### src/include/down_timer_pkg.sv
// Purpose: Shared constants and state layout of the down-counting timer, PWM and buzzer
// Assumes: Registers are byte wide in lane 0 of 32-bit Wishbone words; the live count reads back as 10 bits
// Notes on behaviour
// - A 10-bit counter decrements on each tick of the selected, optionally prescaled source.
// - Upper reload bits are written first, low byte second; running timer reloads at underflow.
// - With the timer stopped, writing the low reload byte loads the counter at once.
// - Reading the count register returns the live counter, not the reload buffer.
// - Bit 0 of control A starts or stops counting.
// - Clock-source bit picks the external pin when set, instruction clock when clear.
// - External pin counts on falling edges when edge bit is 1, rising when 0.
// - Prescaler divides when its active-low enable is 0; three-bit ratio field.
// - Software can read the live prescaler count through a read-only register.
// - One-shot mode counts down once to zero and stops after that underflow.
// - Free-running underflow restarts from reload value, or from 0x3FF when reload bit clear.
// - Underflow sets flag bit 3; interrupt requested when its enable and global enable set.
// - Underflow flag stays set until software writes 0; hardware never clears it.
// - PWM enable drives the PWM wave on the shared pin and forces it to output.
// - PWM polarity bit makes the output active low when set, active high when clear.
// - Duty value sets active timer clocks per frame; zero never, 0x3FF for 1023.
// - Upper duty bits written before low duty byte; new duty applied at next underflow, or at once with the timer stopped.
// - Buzzer enable drives the buzzer square wave on the shared pin as output.
// - Buzzer select top bit picks prescaler output at 0, timer output at 1.
// - Codes 0-7 divide prescaler by 2 to 256; codes 8-15 take counter bits 0-7.
// - When PWM and buzzer are both enabled, PWM owns the shared pin.

package down_timer_pkg;

  localparam logic [7:0] TIMER_CONTROL_A_OFS = 8'h00;
  localparam logic [7:0] TIMER_CONTROL_B_OFS = 8'h04;
  localparam logic [7:0] RELOAD_LOW_BYTE_OFS = 8'h08;
  localparam logic [7:0] SHARED_HIGH_BITS_OFS = 8'h0C;
  localparam logic [7:0] PWM_DUTY_LOW_OFS = 8'h10;
  localparam logic [7:0] PRESCALER_COUNT_OFS = 8'h14;
  localparam logic [7:0] BUZZER_CONTROL_OFS = 8'h18;
  localparam logic [7:0] IRQ_FLAG_OFS = 8'h1C;
  localparam logic [7:0] IRQ_ENABLE_OFS = 8'h20;
  localparam logic [7:0] LIVE_COUNT_OFS = 8'h24;

  // Control A fields
  localparam int RUN_BIT = 0;
  localparam int RELOAD_BIT = 1;
  localparam int ONE_SHOT_BIT = 2;
  localparam int ACTIVE_LOW_BIT = 6;
  localparam int PWM_EN_BIT = 7;
  // Control B fields
  localparam int SRC_SEL_BIT = 5;
  localparam int EDGE_SEL_BIT = 4;
  localparam int PRESC_EN_N_BIT = 3;
  // Shared high bits fields
  localparam int RELOAD_HI_LSB = 4;
  localparam int DUTY_HI_LSB = 0;
  // Buzzer, flag and enable fields
  localparam int BUZZ_EN_BIT = 7;
  localparam int BUZZ_SRC_BIT = 3;
  localparam int UNDERFLOW_BIT = 3;
  localparam int GLOBAL_EN_BIT = 7;

  localparam logic [7:0] CTRL_A_RESET = 8'h00;
  localparam logic [7:0] CTRL_B_RESET = 8'h08;
  localparam logic [7:0] BUZZ_CTRL_RESET = 8'h0F;
  localparam logic [7:0] PRESC_RESET = 8'hFF;
  localparam logic [9:0] ALL_ONES_COUNT = 10'h3FF;
  localparam logic [9:0] COUNT_RESET = 10'h3FF;

  typedef struct packed {
    logic [7:0] ctrlA;
    logic [7:0] ctrlB;
    logic [7:0] buzzCtrl;
    logic [1:0] reloadHiStage;
    logic [1:0] dutyHiStage;
    logic [9:0] reloadBuf;
    logic [9:0] dutyPend;
    logic [9:0] dutyAct;
    logic [9:0] count;
    logic [7:0] presc;
    logic [7:0] instrDiv;
    logic extPrev;
    logic flag;
    logic flagEn;
    logic globalEn;
    logic wbAck;
    logic [31:0] wbDat;
    logic pinOut;
    logic pinOeN;
    logic irq;
  } state_type;

endpackage

### src/down_timer_pwm_buzzer.sv
// Purpose: 10-bit down timer with prescaler, PWM and buzzer on one shared pin
// Assumes: Classic Wishbone slave, single clock, synchronous external count input
// Notes: Instruction clock is a one-cycle enable from a divider of ref_clk
`timescale 1ns/1ps

module down_timer_pwm_buzzer #(
  parameter int INSTR_DIV = 2
) (
  input wire logic refClk,
  input wire logic rst_n,
  input wire logic [7:0] wbAdrI,
  input wire logic [31:0] wbDatI,
  input wire logic [3:0] wbSelI,
  input wire logic wbWeI,
  input wire logic wbCycI,
  input wire logic wbStbI,
  output logic [31:0] wbDatO,
  output logic wbAckO,
  input wire logic externalCountClock,
  output logic sharedOutputPinOut,
  output logic sharedOutputPinOe_n,
  output logic irqReq
);

  down_timer_pkg::state_type st_r;
  down_timer_pkg::state_type st_nxt;

  // ---------------------------------------------------------------
  // Output mapping
  // ---------------------------------------------------------------
  assign wbDatO = st_r.wbDat;
  assign wbAckO = st_r.wbAck;
  assign sharedOutputPinOut = st_r.pinOut;
  assign sharedOutputPinOe_n = st_r.pinOeN;
  assign irqReq = st_r.irq;

  // ---------------------------------------------------------------
  // Next state
  // ---------------------------------------------------------------
  logic req;
  logic wr;
  logic instrTick;
  logic extTick;
  logic srcTick;
  logic prescTick;
  logic timerTick;
  logic underflow;
  logic running;
  logic [7:0] mask;
  logic [7:0] prescInc;
  logic [2:0] code;
  logic pwmActive;
  logic buzzWave;
  logic [31:0] rdData;
  logic lowReloadWr;
  logic lowDutyWr;
  logic flagWr;

  always_comb
  begin
    st_nxt = st_r;
    req = wbCycI && wbStbI && !st_r.wbAck;
    wr = req && wbWeI && wbSelI[0];
    lowReloadWr = wr && (wbAdrI == down_timer_pkg::RELOAD_LOW_BYTE_OFS);
    lowDutyWr = wr && (wbAdrI == down_timer_pkg::PWM_DUTY_LOW_OFS);
    flagWr = wr && (wbAdrI == down_timer_pkg::IRQ_FLAG_OFS);
    running = st_r.ctrlA[down_timer_pkg::RUN_BIT];

    // Instruction clock enable
    instrTick = (st_r.instrDiv == 8'(INSTR_DIV - 1));
    st_nxt.instrDiv = instrTick ? 8'h00 : 8'(st_r.instrDiv + 8'h01);

    st_nxt.extPrev = externalCountClock;
    extTick = st_r.ctrlB[down_timer_pkg::EDGE_SEL_BIT]
      ? (st_r.extPrev && !externalCountClock)
      : (!st_r.extPrev && externalCountClock);
    srcTick = st_r.ctrlB[down_timer_pkg::SRC_SEL_BIT] ? extTick : instrTick;

    mask = 8'((9'h002 << st_r.ctrlB[2:0]) - 9'h001);
    prescInc = 8'(st_r.presc + 8'h01);
    prescTick = srcTick && ((prescInc & mask) == 8'h00);
    if (srcTick)
    begin
      st_nxt.presc = prescInc;
    end
    timerTick = running && (st_r.ctrlB[down_timer_pkg::PRESC_EN_N_BIT] ? srcTick : prescTick);

    underflow = timerTick && (st_r.count == 10'h000);
    if (timerTick)
    begin
      st_nxt.count = 10'(st_r.count - 10'h001);
    end
    if (underflow)
    begin
      st_nxt.dutyAct = st_r.dutyPend;
      if (st_r.ctrlA[down_timer_pkg::ONE_SHOT_BIT])
      begin
        st_nxt.ctrlA[down_timer_pkg::RUN_BIT] = 1'b0;
        st_nxt.count = st_r.reloadBuf;
      end
      else
      begin
        st_nxt.count = st_r.ctrlA[down_timer_pkg::RELOAD_BIT]
          ? st_r.reloadBuf : down_timer_pkg::ALL_ONES_COUNT;
      end
    end

    // Register writes
    if (wr)
    begin
      unique case (wbAdrI)
        down_timer_pkg::TIMER_CONTROL_A_OFS:
        begin
          st_nxt.ctrlA = wbDatI[7:0];
        end
        down_timer_pkg::TIMER_CONTROL_B_OFS:
        begin
          st_nxt.ctrlB = wbDatI[7:0];
        end
        down_timer_pkg::SHARED_HIGH_BITS_OFS:
        begin
          st_nxt.reloadHiStage = wbDatI[down_timer_pkg::RELOAD_HI_LSB +: 2];
          st_nxt.dutyHiStage = wbDatI[down_timer_pkg::DUTY_HI_LSB +: 2];
        end
        down_timer_pkg::BUZZER_CONTROL_OFS:
        begin
          st_nxt.buzzCtrl = wbDatI[7:0];
        end
        down_timer_pkg::IRQ_ENABLE_OFS:
        begin
          st_nxt.flagEn = wbDatI[down_timer_pkg::UNDERFLOW_BIT];
          st_nxt.globalEn = wbDatI[down_timer_pkg::GLOBAL_EN_BIT];
        end
        default:
        begin
        end
      endcase
    end

    // Low byte commits the staged reload
    if (lowReloadWr)
    begin
      st_nxt.reloadBuf = {st_r.reloadHiStage, wbDatI[7:0]};
      if (!running)
      begin
        st_nxt.count = {st_r.reloadHiStage, wbDatI[7:0]};
      end
    end
    // Low byte commits the staged duty
    if (lowDutyWr)
    begin
      st_nxt.dutyPend = {st_r.dutyHiStage, wbDatI[7:0]};
      if (!running)
      begin
        st_nxt.dutyAct = {st_r.dutyHiStage, wbDatI[7:0]};
      end
    end

    if (flagWr && !wbDatI[down_timer_pkg::UNDERFLOW_BIT])
    begin
      st_nxt.flag = 1'b0;
    end
    if (underflow)
    begin
      st_nxt.flag = 1'b1;
    end
    st_nxt.irq = st_nxt.flag && st_nxt.flagEn && st_nxt.globalEn;

    // Read mux
    rdData = 32'h0000_0000;
    unique case (wbAdrI)
      down_timer_pkg::TIMER_CONTROL_A_OFS: rdData[7:0] = st_r.ctrlA;
      down_timer_pkg::TIMER_CONTROL_B_OFS: rdData[7:0] = st_r.ctrlB;
      down_timer_pkg::RELOAD_LOW_BYTE_OFS: rdData[7:0] = st_r.count[7:0];
      down_timer_pkg::SHARED_HIGH_BITS_OFS:
      begin
        rdData[down_timer_pkg::RELOAD_HI_LSB +: 2] = st_r.count[9:8];
        rdData[down_timer_pkg::DUTY_HI_LSB +: 2] = st_r.dutyHiStage;
      end
      down_timer_pkg::PRESCALER_COUNT_OFS: rdData[7:0] = st_r.presc;
      down_timer_pkg::BUZZER_CONTROL_OFS: rdData[7:0] = st_r.buzzCtrl;
      down_timer_pkg::IRQ_FLAG_OFS: rdData[down_timer_pkg::UNDERFLOW_BIT] = st_r.flag;
      down_timer_pkg::IRQ_ENABLE_OFS:
      begin
        rdData[down_timer_pkg::UNDERFLOW_BIT] = st_r.flagEn;
        rdData[down_timer_pkg::GLOBAL_EN_BIT] = st_r.globalEn;
      end
      down_timer_pkg::LIVE_COUNT_OFS: rdData[9:0] = st_r.count;
      default: rdData = 32'h0000_0000;
    endcase

    // Wishbone answer one cycle after request
    st_nxt.wbAck = req;
    if (req)
    begin
      st_nxt.wbDat = rdData;
    end

    // Active for duty clocks per frame
    pwmActive = st_r.count < st_r.dutyAct;
    code = st_r.buzzCtrl[2:0];
    buzzWave = st_r.buzzCtrl[down_timer_pkg::BUZZ_SRC_BIT] ? st_r.count[code] : st_r.presc[code];

    // PWM first on the shared pin
    if (st_r.ctrlA[down_timer_pkg::PWM_EN_BIT])
    begin
      st_nxt.pinOut = pwmActive ^ st_r.ctrlA[down_timer_pkg::ACTIVE_LOW_BIT];
      st_nxt.pinOeN = 1'b0;
    end
    else if (st_r.buzzCtrl[down_timer_pkg::BUZZ_EN_BIT])
    begin
      st_nxt.pinOut = buzzWave;
      st_nxt.pinOeN = 1'b0;
    end
    else
    begin
      st_nxt.pinOut = 1'b0;
      st_nxt.pinOeN = 1'b1;
    end
  end

  // ---------------------------------------------------------------
  // State register
  // ---------------------------------------------------------------
  always_ff @(posedge refClk)
  begin
    if (!rst_n)
    begin
      st_r <= '0;
      st_r.ctrlA <= down_timer_pkg::CTRL_A_RESET;
      st_r.ctrlB <= down_timer_pkg::CTRL_B_RESET;
      st_r.buzzCtrl <= down_timer_pkg::BUZZ_CTRL_RESET;
      st_r.presc <= down_timer_pkg::PRESC_RESET;
      st_r.count <= down_timer_pkg::COUNT_RESET;
      st_r.pinOeN <= 1'b1;
    end
    else
    begin
      st_r <= st_nxt;
    end
  end

endmodule // down_timer_pwm_buzzer

### config.mk
export PLATFORM = sky130hd
export DESIGN_NAME = down_timer_pwm_buzzer
export DESIGN_NICKNAME = d
export VERILOG_FILES = /design/src/include/down_timer_pkg.sv /design/src/down_timer_pwm_buzzer.sv
export SDC_FILE = /design/constraint.sdc
export NUM_CORES = 1
export LEC_CHECK = 0
export BUFFER_PORTS_ARGS = -buffer_cell sky130_fd_sc_hd__buf_2
export CAP_MARGIN = 30
export CORE_ASPECT_RATIO = 1.1
export CORE_MARGIN = 2
export CORE_UTILIZATION = 57
export DETAILED_ROUTE_END_ITERATION = 10
export GPL_TIMING_DRIVEN = 0
export HOLD_SLACK_MARGIN = 0.12
export PLACE_DENSITY = 0.9
export SLEW_MARGIN = 20
export SYNTH_ARGS = -nofsm -noshare
export SYNTH_HDL_FRONTEND = slang
export SYNTH_SLANG_ARGS = --single-unit
### constraint.sdc
create_clock -name refClk -period 3.5 [get_ports refClk]
set_input_delay 0.7 -clock refClk [delete_from_list [all_inputs] [get_ports refClk]]
set_output_delay 0.7 -clock refClk [all_outputs]
set_load 0.05 [all_outputs]
# [Yosys cells after proc, flatten, opt, wreduce, memory -nomap -nowiden]
# Cells that the tools add are included.
# Widths: inputs -> output; s select.
[op_classes] add_sub_neg=4 order_cmp=3 eq_ne=10 n_shift=1 mux=36 n_bitwise=3 n_reduce_logical=28
[ops] cell="$mux 10" n=7
[ops] cell="$eq 8x5->1 const B" n=4
[ops] cell="$pmux 2 s6" n=2
[ops] cell="$mux 21" n=1
[ops] cell="$mux 20" n=1
[ops] cell="$add 8x1->8 const B" n=2
[ops] cell="$eq 8x4->1 const B" n=2
[ops] cell="$eq 8x6->1 const B" n=2
[ops] cell="$logic_not 8->1" n=2
[ops] cell="$mux 8" n=2
[ops] cell="$logic_and 1x1->1" n=15
[ops] cell="$mux 1" n=11
[ops] cell="$logic_not 10->1" n=1
[ops] cell="$lt 10x10->1" n=1
[ops] cell="$mux 2" n=5
[ops] cell="$pmux 1 s5" n=2
[ops] cell="$sub 10x1->10 const B" n=1
[ops] cell="$and 8x8->8" n=1
[ops] cell="$eq 8x1->1 const B" n=1
[ops] cell="$eq 8x3->1 const B" n=1
[ops] cell="$reduce_and 2->1" n=4
[ops] cell="$shl 2x3->8 const A" n=1
[ops] cell="$sub 8x1->8 const B" n=1
[ops] cell="$pmux 1 s7" n=1
[ops] cell="9 further kinds" n=14
[totals] regBits=102 input_bits=50 out_inout_bits=36 word_cells=106

# [Logic depth before layout (Yosys ltp)]
[depth] ltp_word=11 mapped_depth=10 depth_no_buf=9

# [Least setup slack after synthesis]
# Ideal clock, no wire load.
[synth_path] path_type="input to register" start="input wbAdrI[4]" end="register st_r[63] in the netlist's numbering" setup_ps=79 t_arrival_ps=2420 t_required_ps=3421 slack_ps=1001 cell_stages=9 path_cell_list="or4_1 buf_2 nor4_4 nand2_2 and2_1 buf_2 nand3_1 mux2i_1 a211oi_2"
[synth_between] elab_chain_cells=3
[synth_lines] element="start, declared" line_no="down_timer_pwm_buzzer.sv:11" rtl="input wire logic [7:0] wbAdrI,"
[synth_lines] element="$eq 8x4->1" line_no="down_timer_pwm_buzzer.sv:64" rtl="lowReloadWr = wr && (wbAdrI == down_timer_pkg::RELOAD_LOW_BYTE_OFS);"
[synth_lines] element="$logic_and 1x1->1" line_no="down_timer_pwm_buzzer.sv:64"
[synth_lines] element="$mux 10" line_no="down_timer_pwm_buzzer.sv:141" rtl="if (lowReloadWr)"
[synth_lines] element="end signal, assigned" line_no="down_timer_pwm_buzzer.sv:239" rtl="st_r <= st_nxt;"
[synth_lines] element="end, declared" line_no="down_timer_pwm_buzzer.sv:25" rtl="down_timer_pkg::state_type st_r;"
# Every way passes these cells.
# A chain may end at the register's enable or synchronous reset.

# [Worst setup path after layout]
[layout_path] start="register st_r[49] in the netlist's numbering" end="register st_r[72] in the netlist's numbering"
[layout_between] elab_chain_cells=10
[layout_lines] element="$add 8x1->8 *" line_no="down_timer_pwm_buzzer.sv:80" rtl="prescInc = 8'(st_r.presc + 8'h01);"
[layout_lines] element="$and 8x8->8 *" line_no="down_timer_pwm_buzzer.sv:81" rtl="prescTick = srcTick && ((prescInc & mask) == 8'h00);"
[layout_lines] element="$logic_not 8->1 *" line_no="down_timer_pwm_buzzer.sv:81"
[layout_lines] element="$logic_and 1x1->1 *" line_no="down_timer_pwm_buzzer.sv:81"
[layout_lines] element="$mux 1 *" line_no="down_timer_pwm_buzzer.sv:86" rtl="timerTick = running && (st_r.ctrlB[down_timer_pkg::PRESC_EN_N_BIT] ? srcTick : prescTick);"
[layout_lines] element="$logic_and 1x1->1 *" line_no="down_timer_pwm_buzzer.sv:86"
[layout_lines] element="$logic_and 1x1->1 *" line_no="down_timer_pwm_buzzer.sv:88" rtl="underflow = timerTick && (st_r.count == 10'h000);"
[layout_lines] element="$mux 20 *" line_no="down_timer_pwm_buzzer.sv:93" rtl="if (underflow)"
[layout_lines] element="$mux 10" line_no="down_timer_pwm_buzzer.sv:153" rtl="if (!running)"
[layout_lines] element="$mux 10 *" line_no="down_timer_pwm_buzzer.sv:150" rtl="if (lowDutyWr)"
# Every way passes the cells marked *; elsewhere a longest branch is shown, timed or not.

==> impl_metrics.json <==
{
  "final-setup-viol-count": 0,
  "dpl_worst_slack_ps": 549.8,
  "hold_class": "register to register",
  "crit_type": "register to register",
  "synth_compound_area_share_pct": 15.58,
  "period_needed_ps": 3049,
  "wl_met3_um": 1381,
  "dp_hpwl_um": 10500,
  "grt_max_degree": 16,
  "grt_pass1_wl_um": 23150,
  "max-vdd-ir-drop_v": 0.0002284,
  "clock-sinks": 102,
  "cts_resized": 0,
  "rsz0062_at_grt": "false",
  "critPathLaunchType": "register",
  "synth_simple_gate_area_share_pct": 19.68,
  "required_ps": 3730,
  "core_mm2": 0.009398,
  "syn_to_final_growth_pct": 10.24,
  "wl_um": 14580,
  "n_antenna_cell": 0,
  "avgViaCountPerCell": 6.120,
  "rows": 37,
  "worstPathMaxFanout": 10,
  "nets": 719,
  "gp_congestion": 0.9571,
  "numCtsBuffers": 9,
  "fmax_ghz": 0.3279,
  "port-buffer-count": 30,
  "antenna_found_initial": 0,
  "path_cells": "ha_1 > nand2_1 > o21a_1 > nor3_1 > o211ai_4 > a211oi_4 > buf_8 > mux2i_1 > a21oi_1",
  "initial_utilization_pct": 59.05,
  "final_hold_viol_count": 0,
  "insertion_delay_ps": 380,
  "drive_above_1_share_pct": 17.40,
  "die_x_um": 98.08,
  "synthMuxAreaShare_pct": 13.73,
  "synth_cell_types": 76,
  "p_leak_uw": 0.002288,
  "layout_setup_ws_ps": 450.7,
  "power_switching_uw": 775.9,
  "max_slew.worst_pin.slew_ps": 997.8,
  "hold_path_depth": 2,
  "drv_slew": 0,
  "r2r_end": "st_r[72]$_SDFF_PN0_",
  "vias": 4761,
  "clockBufferDepth": 2,
  "drt_iter0_markers": 473,
  "critical_path_arrival_ps": 3280,
  "clk_pin_slew_ps": 100,
  "synth_top_family_by_area": "simple AND/OR/NAND/NOR gates",
  "synth_edf_count": 0,
  "synth_seq_cells": 102,
  "cts_root_buffer": "clkbuf_8",
  "wl_per_cell_um": 18.74,
  "hold-worst-slack_ps": 477.4,
  "grt_pass1_vias": 4705,
  "min_from": "wbDatO[8]$_SDFFE_PN0P_",
  "whs_endpoint": "wbDatO[8]$_SDFFE_PN0P_",
  "detail-route-antenna-nets": 0,
  "drc": 0,
  "slowest_stage": "a211oi_4",
  "sw_frac_of_total_pct": 30.70,
  "ys_warn_count": 0,
  "pwr-share-seq_pct": 49.2,
  "final_util_pct": 65.09,
  "dr.pass1.iters": 6,
  "cts_setup_buffers": 0,
  "internal_power_uw": 1752,
  "final_common_cell": "dfxtp_1",
  "synthArstFlopShare_pct": 0,
  "synth.cell_area_mm2": 0.005549,
  "synth_xor_area_share_pct": 2.683,
  "die_h_um": 107.5,
  "drv_cap": 0,
  "rrSetupSlack_ps": 450,
  "holdBufCountCts": 0,
  "dieArea_mm2": 0.01054,
  "synth_area_per_cell_um2": 9.342,
  "critPathTopFamily": "compound AO/OA/AOI/OAI gates",
  "track_usage_pct": 27.79,
  "setup_tns_ps": 0,
  "cts_tree": "done",
  "crit_buf_inv": 1,
  "power.density_mw_per_mm2": 413.2,
  "finalCritPeriodShare_pct": 87.12,
  "power_frac_clock_pct": 29.9,
  "seq_area_frac_synth_pct": 36.80,
  "slowest_delay_ps": 610,
  "outcome": "completed",
  "layout_common_cells": "dfxtp_1, mux2i_1, nor2b_1, buf_2, buf_4",
  "grt_overflow": 0,
  "clock_skew_ps": 14.49,
  "wl_met2_um": 6898,
  "cp-end-kind": "register",
  "cts_max_level": 3,
  "synthCells": 594,
  "num_io_pins": 86,
  "slew_headroom_pct": 32.97,
  "r2r_cells": 9,
  "n_fill_cell": 753,
  "synth_fa_ha_area_share_pct": 2.931,
  "wl_met1_um": 5727,
  "top_layer": "met4",
  "r2r_start": "st_r[49]$_SDFFE_PN1P_",
  "synth-main-ff-cell": "dfxtp_1",
  "comb_power_share_pct": 20.9
}
flip-flops by register name, summed over array words and instances (netlist names):
signal and count:
st_r 84, wbDatO 10, code 3, irqReq 1
running 1, sharedOutputPinOe_n 1, sharedOutputPinOut 1, wbAckO 1
synth_stat cells, types with 11 or more instances:
library cell | count | area [µm²]
dfxtp_1 | 102 | 2042
mux2i_1 | 63 | 630.6
nor2b_1 | 46 | 287.8
buf_4 | 35 | 262.8
nor2_1 | 34 | 127.6
nand2_1 | 32 | 120.1
o21ai_0 | 26 | 130.1
a21oi_1 | 23 | 115.1
clkbuf_1 | 22 | 82.58
inv_1 | 21 | 78.83
nand3_1 | 17 | 85.08
a221oi_1 | 15 | 131.4
ha_1 | 13 | 162.7
nor3_1 | 13 | 65.06
xnor2_1 | 11 | 96.34
cells by family (layout without fill, tap and decap cells):
kind of cell	Yosys count	in the layout
AOI/OAI and AO/OA	118	118
xor gates and xnor gates	17	17
adders and majority gates	13	13
buffers and inverters	86	132
DFF	102	102
muxes	69	69
other	1	22
and+or+nand+nor	188	188
power groups by stage:
stage                     clock network, µW  logic [µW]  registers [µW]
after floorplan                           0         418            1250
after global placement                    0         497            1270
after detailed placement                  0         517            1270
after CTS                               752         520            1240
after global routing                    794         567            1250
final                                   755         528            1240
per-layer routing:
metal | global-route usage (%) | up-vias
met1 | 33.83 | 2231
met4 | 13.29 | 0
met3 | 5.649 | 58
li1 | - | 2204
met5 | 0 | -
met2 | 47.06 | 268
layout make-up:
cell class	instances	area, µm²	share of cell area (%)
clock buffers	13	148.9	2.434
plain buffers	64	390.4	6.382
well taps	117	146.4	2.393
repair buffers	30	150.1	2.454
flip-flops and latches	102	2042	33.38
multi-input cells	427	3113	50.89
inverters	22	82.58	1.350
clock inverters	3	43.79	0.7159
worst max-delay path by stage:
stage                               start             endpoint  slack, ps  cells after the start
floorplan                       wbAdrI[4]  st_r[63]$_SDFF_PN1_       1000                      9
global placement       externalCountClock  st_r[72]$_SDFF_PN0_        610                      8
detailed placement  st_r[49]$_SDFFE_PN1P_  st_r[72]$_SDFF_PN0_        550                      9
CTS                 st_r[49]$_SDFFE_PN1P_  st_r[69]$_SDFF_PN0_        510                      9
global route        st_r[49]$_SDFFE_PN1P_  st_r[70]$_SDFF_PN0_        330                      9
finish              st_r[49]$_SDFFE_PN1P_  st_r[72]$_SDFF_PN0_        450                      9
per-stage QoR:
stage / power [µW] / std cells / area [µm²]
2_1_floorplan: 1670 / 615 / 5628
3_3_place_gp: 1763 / 762 / 5924
3_5_place_dp: 1787 / 762 / 5924
4_1_cts: 2515 / 778 / 6117
5_1_grt: 2610 / 778 / 6117
6_report: 2528 / 778 / 6117
worst min-delay path: stages, from the launching register on:
cell	delay (ps)
dfxtp_1	320
nand2_1	50
a21boi_0	60
Note: power is estimated with default switching activity, not from simulation.
